### src/hw/bcq_pkg.sv
// What this block does
// - Query opcode 0x2D carries a protocol type
// - Protocol codes 0x00-0x04, rest reserved
// - Unsupported protocol fails with parameter invalid
// - Intact query always gets a reply
// - Reply opcode is 0xAD
// - Reply reports settings held in nonvolatile store
// - Codes, reserved, type, count, then entries
// - Reply type echoes protocol, 0xFF if unknown
// - Return attribute set of requested protocol; code has sets for PXE, FC and FCoE only, iSCSI and NVMe fail
// - Entry word: type low, length high byte
// - Valueless supported attributes sent with length zero
// - Strings sent unterminated, length gives extent
// - PXE type 0x00 is 16-bit VLAN id
// - PXE type 0x01 is VLAN enable byte
// - FC: boot choice, eight name/LUN pairs
// - FCoE: choice, name, LUN, VLAN, boot flag
package bcq_pkg;

    // ------------------------------------------------------------
    // Opcodes and protocol codes
    // ------------------------------------------------------------
    localparam logic [7:0] CMD_OPCODE    = 8'h2D;
    localparam logic [7:0] RSP_OPCODE    = 8'hAD;
    localparam logic [7:0] PROTO_PXE     = 8'h00;
    localparam logic [7:0] PROTO_ISCSI   = 8'h01;
    localparam logic [7:0] PROTO_FCOE    = 8'h02;
    localparam logic [7:0] PROTO_FC      = 8'h03;
    localparam logic [7:0] PROTO_NVME    = 8'h04;
    localparam logic [7:0] PROTO_UNKNOWN = 8'hFF;

    // ------------------------------------------------------------
    // Response and reason codes
    // ------------------------------------------------------------
    localparam logic [15:0] RC_OK        = 16'h0000;
    localparam logic [15:0] RC_FAIL      = 16'h0001;
    localparam logic [15:0] RSN_NONE     = 16'h0000;
    localparam logic [15:0] RSN_PARAM    = 16'h0002;

    // ------------------------------------------------------------
    // Layout, attribute counts and value widths
    // ------------------------------------------------------------
    localparam logic [2:0] HDR_LAST      = 3'h7;
    localparam logic [7:0] PXE_ATTRS     = 8'h02;
    localparam logic [7:0] FC_ATTRS      = 8'h11;
    localparam logic [7:0] FCOE_ATTRS    = 8'h05;
    localparam logic [7:0] W_STRING      = 8'h00;
    localparam logic [7:0] W_BYTE        = 8'h01;
    localparam logic [7:0] W_UINT16      = 8'h02;
    localparam logic [7:0] W_UINT64      = 8'h08;
    localparam logic [7:0] PXE_VLAN_ID   = 8'h00;
    localparam logic [7:0] FCOE_WWPN     = 8'h01;
    localparam logic [7:0] FCOE_LUN      = 8'h02;
    localparam logic [7:0] FCOE_FWD_VLAN = 8'h03;
    localparam logic [7:0] ZERO8         = 8'h00;

    // ------------------------------------------------------------
    // Carriers and states
    // ------------------------------------------------------------
    typedef struct packed {
        logic [7:0] opcode;
        logic [7:0] proto;
    } bcq_cmd_s;

    typedef struct packed {
        logic [7:0] data;
        logic       last;
    } bcq_rsp_s;

    typedef enum logic [4:0] {
        ST_IDLE = 5'b00001,
        ST_HDR  = 5'b00010,
        ST_LEN  = 5'b00100,
        ST_TYPE = 5'b01000,
        ST_VAL  = 5'b10000
    } bcq_state_e;

endpackage

### src/hw/bcq_responder.sv
`timescale 1ns/1ps
`default_nettype none
module bcq_responder
    import bcq_pkg::*;
(
    input  wire logic        clk,
    input  wire logic        resetn,
    input  wire logic        cmd_valid,
    input  wire bcq_cmd_s    cmd,
    input  wire logic        cmd_intact,
    output var  logic        cmd_ready,
    input  wire logic [4:0]  proto_support,
    output var  logic [7:0]  st_proto,
    output var  logic [7:0]  st_attr,
    output var  logic [7:0]  st_idx,
    input  wire logic [7:0]  st_len,
    input  wire logic [7:0]  st_byte,
    output var  logic        rsp_valid,
    output var  bcq_rsp_s    rsp,
    input  wire logic        rsp_ready,
    output var  logic [7:0]  rsp_opcode
);

    // ------------------------------------------------------------
    // Decoding helpers
    // ------------------------------------------------------------
    // Only the three tables held here count as supported
    function automatic logic [7:0] attr_count(input logic [7:0] p);
        logic [7:0] n;
        n = ZERO8;
        if (p == PROTO_PXE) begin
            n = PXE_ATTRS;
        end else if (p == PROTO_FC) begin
            n = FC_ATTRS;
        end else if (p == PROTO_FCOE) begin
            n = FCOE_ATTRS;
        end
        return n;
    endfunction

    // Fixed value width, or W_STRING when the store sets it
    function automatic logic [7:0] attr_width(input logic [7:0] p,
                                              input logic [7:0] a);
        logic [7:0] w;
        w = W_BYTE;
        if (p == PROTO_PXE) begin
            w = (a == PXE_VLAN_ID) ? W_UINT16 : W_BYTE;
        end else if (p == PROTO_FC) begin
            w = (a == ZERO8) ? W_BYTE : (a[0] ? W_STRING : W_UINT64);
        end else if (a == FCOE_WWPN) begin
            w = W_STRING;
        end else if (a == FCOE_LUN) begin
            w = W_UINT64;
        end else if (a == FCOE_FWD_VLAN) begin
            w = W_UINT16;
        end
        return w;
    endfunction

    function automatic logic [7:0] hdr_byte(input logic [2:0] i,
                                            input logic       f,
                                            input logic [7:0] p,
                                            input logic [7:0] n);
        logic [15:0] rc, rs;
        logic [7:0]  b;
        rc = f ? RC_FAIL : RC_OK;
        rs = f ? RSN_PARAM : RSN_NONE;
        b  = ZERO8;
        case (i)
            3'h0: b = rc[15:8];
            3'h1: b = rc[7:0];
            3'h2: b = rs[15:8];
            3'h3: b = rs[7:0];
            3'h6: b = p;
            3'h7: b = n;
            default: b = ZERO8;
        endcase
        return b;
    endfunction

    // ------------------------------------------------------------
    // State
    // ------------------------------------------------------------
    bcq_state_e  state_q, state_d;
    logic [2:0]  hidx_q, hidx_d;
    logic [7:0]  proto_q, proto_d;
    logic        fail_q, fail_d;
    logic [7:0]  count_q, count_d;
    logic [7:0]  attr_q, attr_d;
    logic [7:0]  idx_q, idx_d;
    logic [7:0]  len_q, len_d;
    logic        valid_q, valid_d;
    bcq_rsp_s    rsp_q, rsp_d;
    logic        ready_q, ready_d;
    logic        ld, take, sup, known;
    logic [7:0]  len_eff;
    logic [7:0]  wfix;
    logic        attr_last;
    logic [7:0]  sup_vec;

    // Output register may be refilled when empty or being drained
    assign ld    = !valid_q || rsp_ready;
    // Damaged or foreign packets never reach this block's reply
    assign take  = cmd_valid && ready_q && cmd_intact
                   && (cmd.opcode == CMD_OPCODE);
    assign known = (cmd.proto <= PROTO_NVME);
    // Support bits padded so every three-bit code indexes in range
    assign sup_vec = {3'h0, proto_support};
    assign sup   = known && sup_vec[cmd.proto[2:0]]
                   && (attr_count(cmd.proto) != ZERO8);
    assign wfix  = attr_width(proto_q, attr_q);
    // Strings pass through at the stored length, no terminator
    assign len_eff = (st_len == ZERO8 || wfix == W_STRING)
                     ? st_len : wfix;
    assign attr_last = (attr_q == 8'(count_q - 8'h01));

    // ------------------------------------------------------------
    // Next state and reply byte
    // ------------------------------------------------------------
    always_comb begin
        state_d = state_q;
        hidx_d  = hidx_q;
        proto_d = proto_q;
        fail_d  = fail_q;
        count_d = count_q;
        attr_d  = attr_q;
        idx_d   = idx_q;
        len_d   = len_q;
        valid_d = valid_q && !rsp_ready;
        rsp_d   = rsp_q;
        case (state_q)
            ST_IDLE: begin
                if (take) begin
                    proto_d = known ? cmd.proto : PROTO_UNKNOWN;
                    fail_d  = !sup;
                    count_d = sup ? attr_count(cmd.proto) : ZERO8;
                    hidx_d  = 3'h0;
                    attr_d  = ZERO8;
                    idx_d   = ZERO8;
                    state_d = ST_HDR;
                end
            end
            ST_HDR: begin
                if (ld) begin
                    valid_d   = 1'b1;
                    rsp_d.data = hdr_byte(hidx_q, fail_q, proto_q,
                                          count_q);
                    rsp_d.last = (hidx_q == HDR_LAST)
                                 && (count_q == ZERO8);
                    if (hidx_q == HDR_LAST) begin
                        state_d = (count_q == ZERO8) ? ST_IDLE : ST_LEN;
                    end else begin
                        hidx_d = 3'(hidx_q + 3'h1);
                    end
                end
            end
            ST_LEN: begin
                // Length byte leads: high half of the entry word
                if (ld) begin
                    valid_d    = 1'b1;
                    rsp_d.data = len_eff;
                    rsp_d.last = 1'b0;
                    len_d      = len_eff;
                    state_d    = ST_TYPE;
                end
            end
            ST_TYPE: begin
                if (ld) begin
                    valid_d    = 1'b1;
                    rsp_d.data = attr_q;
                    rsp_d.last = (len_q == ZERO8) && attr_last;
                    idx_d      = ZERO8;
                    if (len_q != ZERO8) begin
                        state_d = ST_VAL;
                    end else if (attr_last) begin
                        state_d = ST_IDLE;
                    end else begin
                        attr_d  = 8'(attr_q + 8'h01);
                        state_d = ST_LEN;
                    end
                end
            end
            ST_VAL: begin
                // Value bytes come straight from the settings store
                if (ld) begin
                    valid_d    = 1'b1;
                    rsp_d.data = st_byte;
                    rsp_d.last = 1'b0;
                    if (idx_q == 8'(len_q - 8'h01)) begin
                        rsp_d.last = attr_last;
                        if (attr_last) begin
                            state_d = ST_IDLE;
                        end else begin
                            attr_d  = 8'(attr_q + 8'h01);
                            state_d = ST_LEN;
                        end
                    end else begin
                        idx_d = 8'(idx_q + 8'h01);
                    end
                end
            end
            default: begin
                state_d = ST_IDLE;
            end
        endcase
        ready_d = (state_d == ST_IDLE);
    end

    // Plain registers only; a new query is refused while busy
    always_ff @(posedge clk or negedge resetn) begin
        if (!resetn) begin
            state_q <= ST_IDLE;
            hidx_q  <= 3'h0;
            proto_q <= ZERO8;
            fail_q  <= 1'b0;
            count_q <= ZERO8;
            attr_q  <= ZERO8;
            idx_q   <= ZERO8;
            len_q   <= ZERO8;
            valid_q <= 1'b0;
            rsp_q   <= '0;
            ready_q <= 1'b0;
        end else begin
            state_q <= state_d;
            hidx_q  <= hidx_d;
            proto_q <= proto_d;
            fail_q  <= fail_d;
            count_q <= count_d;
            attr_q  <= attr_d;
            idx_q   <= idx_d;
            len_q   <= len_d;
            valid_q <= valid_d;
            rsp_q   <= rsp_d;
            ready_q <= ready_d;
        end
    end

    // ------------------------------------------------------------
    // Outputs
    // ------------------------------------------------------------
    assign cmd_ready  = ready_q;
    assign st_proto   = proto_q;
    assign st_attr    = attr_q;
    assign st_idx     = idx_q;
    assign rsp_valid  = valid_q;
    assign rsp        = rsp_q;
    assign rsp_opcode = RSP_OPCODE;

    // ------------------------------------------------------------
    // Assertions
    // ------------------------------------------------------------
    property p_reply_opcode;
        @(posedge clk) disable iff (!resetn)
        valid_q |-> rsp_opcode == RSP_OPCODE;
    endproperty
    a_reply_opcode: assert property (p_reply_opcode)
        else $error("reply opcode wrong");

    property p_always_reply;
        @(posedge clk) disable iff (!resetn)
        take && !valid_q |=> !ready_q ##1 valid_q;
    endproperty
    a_always_reply: assert property (p_always_reply)
        else $error("accepted query got no reply byte");

    property p_foreign_ignored;
        @(posedge clk) disable iff (!resetn)
        state_q == ST_IDLE && cmd_valid && cmd.opcode != CMD_OPCODE
        |=> state_q == ST_IDLE;
    endproperty
    a_foreign_ignored: assert property (p_foreign_ignored)
        else $error("foreign opcode started a reply");

    property p_unknown_proto;
        @(posedge clk) disable iff (!resetn)
        take && cmd.proto > PROTO_NVME
        |=> proto_q == PROTO_UNKNOWN && fail_q;
    endproperty
    a_unknown_proto: assert property (p_unknown_proto)
        else $error("reserved protocol not reported unknown");

    property p_unsupported_fails;
        @(posedge clk) disable iff (!resetn)
        take && !sup_vec[cmd.proto[2:0]] |=> fail_q;
    endproperty
    a_unsupported_fails: assert property (p_unsupported_fails)
        else $error("unsupported protocol did not fail");

    property p_pxe_count;
        @(posedge clk) disable iff (!resetn)
        take && cmd.proto == PROTO_PXE && proto_support[0]
        |=> count_q == PXE_ATTRS && !fail_q;
    endproperty
    a_pxe_count: assert property (p_pxe_count)
        else $error("PXE entry count wrong");

    property p_pxe_vlan_len;
        @(posedge clk) disable iff (!resetn)
        state_q == ST_LEN && ld && proto_q == PROTO_PXE
        && attr_q == PXE_VLAN_ID && st_len != ZERO8
        |=> rsp_q.data == W_UINT16 && valid_q;
    endproperty
    a_pxe_vlan_len: assert property (p_pxe_vlan_len)
        else $error("VLAN id entry length not two");

    property p_fc_lun_len;
        @(posedge clk) disable iff (!resetn)
        state_q == ST_LEN && ld && proto_q == PROTO_FC
        && attr_q == FCOE_LUN && st_len != ZERO8
        |=> rsp_q.data == W_UINT64;
    endproperty
    a_fc_lun_len: assert property (p_fc_lun_len)
        else $error("FC LUN entry length not eight");

    property p_empty_entry;
        @(posedge clk) disable iff (!resetn)
        state_q == ST_LEN && ld && st_len == ZERO8
        |=> rsp_q.data == ZERO8 ##1 (state_q != ST_VAL);
    endproperty
    a_empty_entry: assert property (p_empty_entry)
        else $error("valueless entry not sent with length zero");

    property p_hold_stall;
        @(posedge clk) disable iff (!resetn)
        valid_q && !rsp_ready |=> valid_q && $stable(rsp_q);
    endproperty
    a_hold_stall: assert property (p_hold_stall)
        else $error("reply byte changed while stalled");

    c_fail_reply: cover property (@(posedge clk) disable iff (!resetn)
        fail_q && valid_q && rsp_q.last);
    c_pxe_reply: cover property (@(posedge clk) disable iff (!resetn)
        proto_q == PROTO_PXE && valid_q && rsp_q.last && !fail_q);
    c_fc_reply: cover property (@(posedge clk) disable iff (!resetn)
        proto_q == PROTO_FC && valid_q && rsp_q.last && !fail_q);

endmodule
`default_nettype wire

### config.mk
export PLATFORM = sky130hd
export DESIGN_NAME = bcq_responder
export DESIGN_NICKNAME = d
export VERILOG_FILES = /design/src/hw/bcq_pkg.sv /design/src/hw/bcq_responder.sv
export SDC_FILE = /design/constraint.sdc
export NUM_CORES = 1
export LEC_CHECK = 0
export ABC_AREA = 1
export BUFFER_PORTS_ARGS = -buffer_cell sky130_fd_sc_hd__buf_2
export CAP_MARGIN = 30
export CORE_UTILIZATION = 61
export DETAILED_ROUTE_END_ITERATION = 10
export GPL_TIMING_DRIVEN = 0
export PLACE_DENSITY = 0.84
export SYNTH_ARGS = -nofsm -noshare
export SYNTH_HDL_FRONTEND = slang
export SYNTH_SLANG_ARGS = --single-unit
### constraint.sdc
create_clock -name clk -period 3.8 [get_ports clk]
set_input_delay 1.14 -clock clk [delete_from_list [all_inputs] [get_ports clk]]
set_output_delay 1.14 -clock clk [all_outputs]
set_load 0.005 [all_outputs]
# After elaboration in Yosys (flattened, before gate mapping)
# Cells that the tools add are included.
totals:
  ff_bits: 60
  out_inout_bits: 43
classes:
  add_sub_neg: 5
  order_cmp: 2
  n_eq_ne: 29
  muxes: 53
  reduce_logical: 33
ops:
  columns: ["op", "count"]
  rows:
  - ["8-bit 2-to-1 mux", 12]
  - ["8-bit logical NOT", 7]
  - ["5-bit 2-to-1 mux", 10]
  - ["8-bit case mux with 3 select lines", 2]
  - ["8-bit case mux with 6 select lines", 1]
  - ["8-bit by 2-bit equality test with 1-bit output (second input constant)", 5]
  - ["9-bit 2-to-1 mux", 4]
  - ["9-bit case mux with 4 select lines", 1]
  - ["5-bit case mux with 5 select lines", 1]
  - ["4-bit 2-to-1 mux", 6]
  - ["3-bit 2-to-1 mux", 6]
  - ["2-bit != test (second input constant)", 9]
  - ["8-bit by 1-bit adder with 8-bit output (second input constant)", 2]
  - ["8-bit equality test", 2]
  - ["8-bit nonzero test", 2]
  - ["8-bit by 1-bit subtractor with 8-bit output (second input constant)", 2]
  - ["5-bit by 1-bit equality test with 1-bit output (second input constant)", 2]
  - ["5-bit AND reduction", 2]
  - ["8-bit by 1-bit equality test with 1-bit output (second input constant)", 1]
  - ["8-bit by 6-bit equality test with 1-bit output (second input constant)", 1]
  - ["8-bit by 3-bit less-or-equal comparator with 1-bit output (second input constant)", 1]
  - ["1-bit logical AND", 8]
  - ["3-bit by 2-bit equality test with 1-bit output (second input constant)", 2]
  - ["3-bit equality test (second input constant)", 2]
  - ["other kinds (21)", 31]

# Longest topological paths before layout
# Gate-level depths: netlist of run 1.
depth:
  word_depth: 11
  mapped_depth: 15
  mapped_depth_nobuf: 15

# Least setup slack after synthesis of run 1
# OpenSTA, ideal clock, no wires.
synth_timing:
  path_kind: "in2reg"
  start: "input port cmd[12] (netlist bit)"
  end: "register idx_q[5] (netlist: st_idx[5])"
  setup_time_ps: 118
  t_arrival_ps: 2189
  required_ps: 3682
  setup_slack_ps: 1493
  stages: 9
  cell_sequence: "nor4_1 > nand3_1 > nand2_1 > nand2_1 > nor2_2 > nand2_4 > buf_6 > nand2_1 > o21ai_2"
synth_between:
  elab_chain_len: 4
synth_lines:
  columns: ["element", "line_no", "text"]
  rows:
  - ["start: declaration", "bcq_responder.sv:9", "input wire bcq_cmd_s cmd,"]
  - ["8-bit by 6-bit equality test with 1-bit output", "bcq_responder.sv:105", "&& (cmd.opcode == CMD_OPCODE);"]
  - ["1-bit logical AND", "bcq_responder.sv:105", null]
  - ["2-bit != test (no line)", null, null]
  - ["5-bit AND reduction (no line)", null, null]
  - ["end signal: assignment", "bcq_responder.sv:230", "idx_q <= idx_d;"]
  - ["end: declaration", "bcq_responder.sv:90", "logic [7:0] idx_q, idx_d;"]
# No other way between the ends.
# A chain may end at the register's enable or synchronous reset.

# Worst setup path in the final report of run 1
layout_timing:
  start: "input port rsp_ready"
  end: "register rsp_q (netlist bit rsp[4])"
layout_between:
  elab_chain_len: 3
  elab_cells_between_ends: 6
layout_lines:
  columns: ["element", "line_no", "text"]
  rows:
  - ["start: declaration", "bcq_responder.sv:20", "input wire logic rsp_ready,"]
  - ["1-bit logical OR *", "bcq_responder.sv:102", "assign ld = !valid_q || rsp_ready;"]
  - ["2-bit != test (no line)", null, null]
  - ["5-bit AND reduction (no line) *", null, null]
  - ["end signal: assignment", "bcq_responder.sv:233", "rsp_q <= rsp_d;"]
  - ["end: declaration", "bcq_responder.sv:93", "bcq_rsp_s rsp_q, rsp_d;"]
# Every way passes the cells marked *; elsewhere a longest branch is shown, timed or not.

==> impl_results.md, run 1 <==
- Sequential-to-total area share from yosys stat: 32.7%
- Fin util: 72.5%
- Crit path depth: 8
- Input/output buffers: 76
- Initial Util: 63.1%
- Worst flop-to-flop path startpoint: count_q[0]
- Worst Path Buf+Inv: 4
- Clk Latency, worst-skew pair: 0.32 ns
- ANT nets after route: 0
- Synth area leader: dfrtp_1
- Max Fclk: 405 MHz
- CTS Root Buffer Type: clkbuf_8
- Fin crit share: 64.9%
- NumNets Final: 764
- Die Wd: 85.9 um
- H-tree levels: 2
- Min-delay worst type: flip-flop to flip-flop
- Top FF cell, synth: dfrtp_1
- Critical Path Fanout Max: 10
- Hold Startpoint: rsp[7]
- Endpoint class of the critical path: flip-flop
- RSZ-0062 raised after global routing: no
- Core Rows: 30
- DR iter-0 viols: 303
- CP max stage delay: 0.51 ns
- CTS resizes: 0
- Placed cells: 796
- Mapped Cells: 617
- Routability cong.: 0.949
- I/O Pins: 85
- Commonest cells in the netlist: nand2_1, inv_1, nor2_1, nand3_1, dfrtp_1
- Routed wire per std cell: 14.4 um
- Pre-CTS WS: 0.995 ns
- Minimum clock period: 2.47 ns
- CTS tree: yes
- Die height: 85.9 um
- WHS Endpoint: rsp[7]
- Area Growth Syn to Fin: 14.9%
- Share of layout cells above drive strength 1: 20.9%
- DRC viols: 0
- Sequential Area: 1400 um^2
- GR Util All Layers: 33.1%
- CP max-delay cell: nor2_1
- Initial antenna violation count: 0
- Synth warn: 0
- Final non-filler cell total: 804
- Via count: 4405
- Multi-input gate area: 2460 um^2
- Post-synth EDFFs: 0
- Worst-margin pin slew: 0.649 ns
- Vias per cell: 5.48
- Clk_skew: 0.00998 ns
- Most frequent cell after synthesis: nand2_1
- Vias in the first global route: 4203
- PwrDens: 249 nW/um^2
- Core area: 6790 um^2
- Slew HR: 56.5%
- Grt ovf: 0
- Filler cells: 592
- Die area: 7370 um^2
- Fin. Hold Viols: 0
- FF+latch count, synth: 56
- FF-to-FF path depth: 12
- Final Setup Violations: 0
- Setup TNS: 0 ns
- Critical path data arrival time: 2.69 ns
- RR Endpoint: st_attr[3]
- Outcome: finished, final reports clean
- Final Worst Setup Slack: 1.33 ns
- P_leak: 0.00262 uW
- Clock Tree Buf Depth: 2
- Antenna cells: 0
- Cell area after synthesis: 4290 um^2
- Max-slew violations: 0
- Top-area cell type share of the netlist area: 32.1%
- Largest cells by area after synthesis: dfrtp_1, nand2_1, inv_1, nand3_1, nor2_1
- Placed Area: 4830 um^2
- Peak supply drop: 0.151 mV
- # hold bufs at CTS: 0
- CTS clock-pin slew for the worst setup and hold paths: 0.11 ns
- Largest delay share family, worst path: simple AND/OR/NAND/NOR gates
- Worst path most repeated cell: inv_1
- Critical Path Start Type: input port
- Fin area: 4930 um^2
- Final wirelength: 11600 um
- Pin count of the biggest net entering global routing: 41
- Postcts setup bufs: 0
- First-pass GRT wire length: 19300 um
- Hold Crit Depth: 3
- DP Wirelength: 9250 um
- Worst path required time: 4.03 ns
- R2R Setup Slk: 1.56 ns
- Worst Setup Path Type: input port to flip-flop
- Async SR Flop Fraction: 100%
- DR pass1 iterations: 5
- Num CTS Buffers: 5
- TritonCTS sink count: 56
- Library cells used by synthesis: 47
- Cell Chain, Critical Path: buf_2 -> nor2_1 -> inv_1 -> nand2_4 -> inv_4 -> or2_0 -> nand2_1 -> inv_1
- Avg Inst Size Synth: 6.95 um^2
- Max Cap Viol: 0
-- per-stage QoR --
step / hold WS, ns / total power [uW]
after floorplan: 0.490 / 795
after global placement: 0.521 / 867
after detailed placement: 0.529 / 878
after CTS: 0.558 / 1230
after global routing: 0.594 / 1290
final: 0.556 / 1230
-- worst min-delay path: stages (launching register included) --
cell,delay [ns]
dfrtp_1,0.35
or2_1,0.10
nand2_1,0.05
inv_1,0.04
-- logic make-up after synthesis --
group / Yosys count / share of synthesized area [%]
other cells: 2 / 0.175
compound gates: 72 / 9.63
flops: 56 / 32.7
xor+xnor: 18 / 3.68
buf+inv: 103 / 10.4
fa+ha+maj: 15 / 4.38
simple gates: 351 / 39.0
-- registers in the layout, summed over array words and instances, names as in the netlist --
name and cells:
cmd_ready 1, count_q 4, fail_q 1, hidx_q 3, len_q 8, rsp 9
rsp_valid 1, st_attr 8, st_idx 8, st_proto 8, state_q 5
-- placed cells by master (no fill, tap or decap), drive strengths merged, types with 2 or more instances in the layout --
master	count
dfrtp	55
o211ai	3
clkbuf	7
a22oi	2
or2	11
nor3b	2
nand3	60
inv	88
a21oi	18
nand4	19
o21ai	42
nand3b	3
conb	8
xor2	13
buf	92
nor4	5
nand2	159
o22ai	3
ha	15
nor2	81
nor3	8
xnor2	5
-- metal layers --
metal	up-vias	GRT usage (%)	wire length, um
li1	2150	-	-
met1	2051	43.0	5080
met2	175	57.4	5670
met3	29	4.52	567
met4	0	10.3	244
met5	-	0	0
-- worst max-delay path by stage --
| stage | start | end |
|---|---|---|
| global placement | rsp_ready | rsp[8] |
| finish | rsp_ready | rsp[4] |
| floorplan | cmd[12] | st_idx[5] |
| detailed placement | rsp_ready | rsp[4] |
| global route | rsp_ready | rsp[6] |
| CTS | rsp_ready | rsp[4] |
-- cell type report --
class | instances | share of cell area [%]
plain buffers | 16 | 2.39
clock buffers | 6 | 1.68
clock inverters | 2 | 0.279
inverters | 87 | 6.68
multi-input cells | 464 | 50.0
flip-flops and latches | 56 | 28.5
well taps | 96 | 2.44
repair buffers | 77 | 8.12
-- power breakdown --
part | switching (uW) | total (uW) | internal (uW)
Clock | 209 | 359 | 150
Sequential | 26.4 | 647 | 621
Combinational | 137 | 222 | 84.8
(Power assumes the default switching activity.)
==> run 2, diff against run 1 <==
CORE_UTILIZATION = 51   (was 61)
PLACE_DENSITY = 0.75   (was 0.84)
clock period = 2.2 ns   (was 3.8 ns; I/O delays follow)
==> impl_results.md, run 2 (synthesized netlist as in run 1, its figures left out) <==
- DP Wirelength: 9210 um
- Largest delay share family, worst path: simple AND/OR/NAND/NOR gates
- Initial antenna violation count: 0
- ANT nets after route: 0
- Pre-CTS WS: -0.108 ns
- Peak supply drop: 0.236 mV
- Antenna cells: 0
- WL met3: 490 um
- Area Growth Syn to Fin: 17.0%
- Commonest non-fill, non-tap cell in the layout: nand2_1
- Worst Setup SP: len_q[0]
- Max Cap Viol: 0
- DRC viols: 2
- Top sig layer: met4
- Die area: 8780 um^2
- Min-delay worst type: input port to asynchronous set/reset pin
- Vias per cell: 5.27
- # hold bufs at CTS: 0
- Fin. Hold Viols: 0
- Violated checks: design-rule violations
- M1 WL: 5030 um
- Slew HR: 58.2%
- Grt ovf: 0
- Cell Chain, Critical Path: inv_2 -> ha_2 -> inv_1 -> nor2_2 -> nand2_1 -> xor2_1 -> nand3_1 -> nor2_2 -> nand3_2 -> nand2_4 -> buf_6 -> o21ai_1
- CTS Root Buffer Type: clkbuf_8
- Met2 wire length: 5830 um
- Endpoint class of the critical path: flip-flop
- Clk Latency, worst-skew pair: 0.32 ns
- Clock Tree Buf Depth: 2
- CP max stage delay: 0.40 ns
- Share of layout cells above drive strength 1: 23.3%
- Die Wd: 93.7 um
- Final wirelength: 11600 um
- Vias in the first global route: 4108
- P_leak: 0.00261 uW
- Worst-margin pin slew: 0.624 ns
- Initial Util: 52.5%
- PwrDens: 424 nW/um^2
- Max Fclk: 495 MHz
- Via count: 4303
- First-pass GRT wire length: 19300 um
- Num CTS Buffers: 5
- Minimum clock period: 2.02 ns
- Core Rows: 33
- TritonCTS sink count: 56
- Largest register FFs: 9
- Final Setup Violations: 0
- NumNets Final: 768
- DR pass1 iterations: 8
- Die height: 93.7 um
- H-tree levels: 2
- DR iter-0 viols: 251
- Routability cong.: 0.897
- Input/output buffers: 76
- GR Util All Layers: 28.2%
- Worst flop-to-flop path startpoint: len_q[0]
- CTS tree: yes
- Most frequent cells in the layout: nand2_1, buf_2, inv_1, nor2_1, nand3_1
- Critical Path Fanout Max: 10
- Clk_skew: 0.0122 ns
- Critical path data arrival time: 2.22 ns
- Pin count of the biggest net entering global routing: 32
- Setup TNS: 0 ns
- Outcome: finished, violations left
- Worst Setup Path Type: flip-flop to flip-flop
- CTS clock-pin slew for the worst setup and hold paths: 0.11 ns
- CP max-delay cell: dfrtp_1
- Worst path required time: 2.40 ns
- Routed wire per std cell: 14.2 um
- Critical Path Start Type: flip-flop
- Max-slew violations: 0
- Fin crit share: 91.8%
- Placed Area: 4840 um^2
- Worst path most repeated cell: nor2_2
- Fin area: 5020 um^2
- Worst Path Buf+Inv: 3
- I/O Pins: 85
- Final Worst Setup Slack: 0.181 ns
- Core area: 8180 um^2
==> run 2: per-layer routing <==
metal,vias up,global-route usage [%]
met4,0,8.33
met1,2015,35.5
li1,2165,-
met2,104,49.8
met3,19,4.21
met5,-,0
==> run 2: cell type report <==
class,instances,area (um^2)
clock inverters,1,7.51
inverters,87,329
well taps,105,131
flip-flops and latches,56,1410
plain buffers,16,118
repair buffers,81,430
multi-input cells,464,2510
fillers,781,3160
clock buffers,7,86.3
==> run 2: path summary, 6_finish.rpt <==
path                       cells past startpoint   endpoint  slack [ns]
min                                            1  st_idx[6]        0.34
max in group asynchronous                      2     rsp[4]        1.26
max                                           12  st_idx[7]        0.18
max reg2reg                                   12  st_idx[7]        0.18
min reg2reg                                    3     rsp[5]        0.55
min in group clk                               3     rsp[5]        0.55
==> run 2: power by group <==
group	total, uW	internal (uW)	switching (uW)
Clock	615	257	357
Sequential	1120	1070	44.0
Combinational	394	154	241
Total	2130	1480	642
==> run 2: timing repair <==
| action | in CTS | in global routing |
|---|---|---|
| resized for setup | 0 | 18 |
| setup buffers | 0 | 4 |
| setup endpoints to repair | 0 | 30 |
==> run 2: metrics by stage <==
stage               utilization, %  total power (uW)  instances  hold slack (ns)
floorplan                        -              1370        623            0.364
global placement              59.0              1500        804            0.526
detailed placement            59.2              1520        805            0.533
CTS                           60.4              2130        813            0.361
global route                  61.4              2240        817            0.392
finish                        61.4              2130        817            0.337
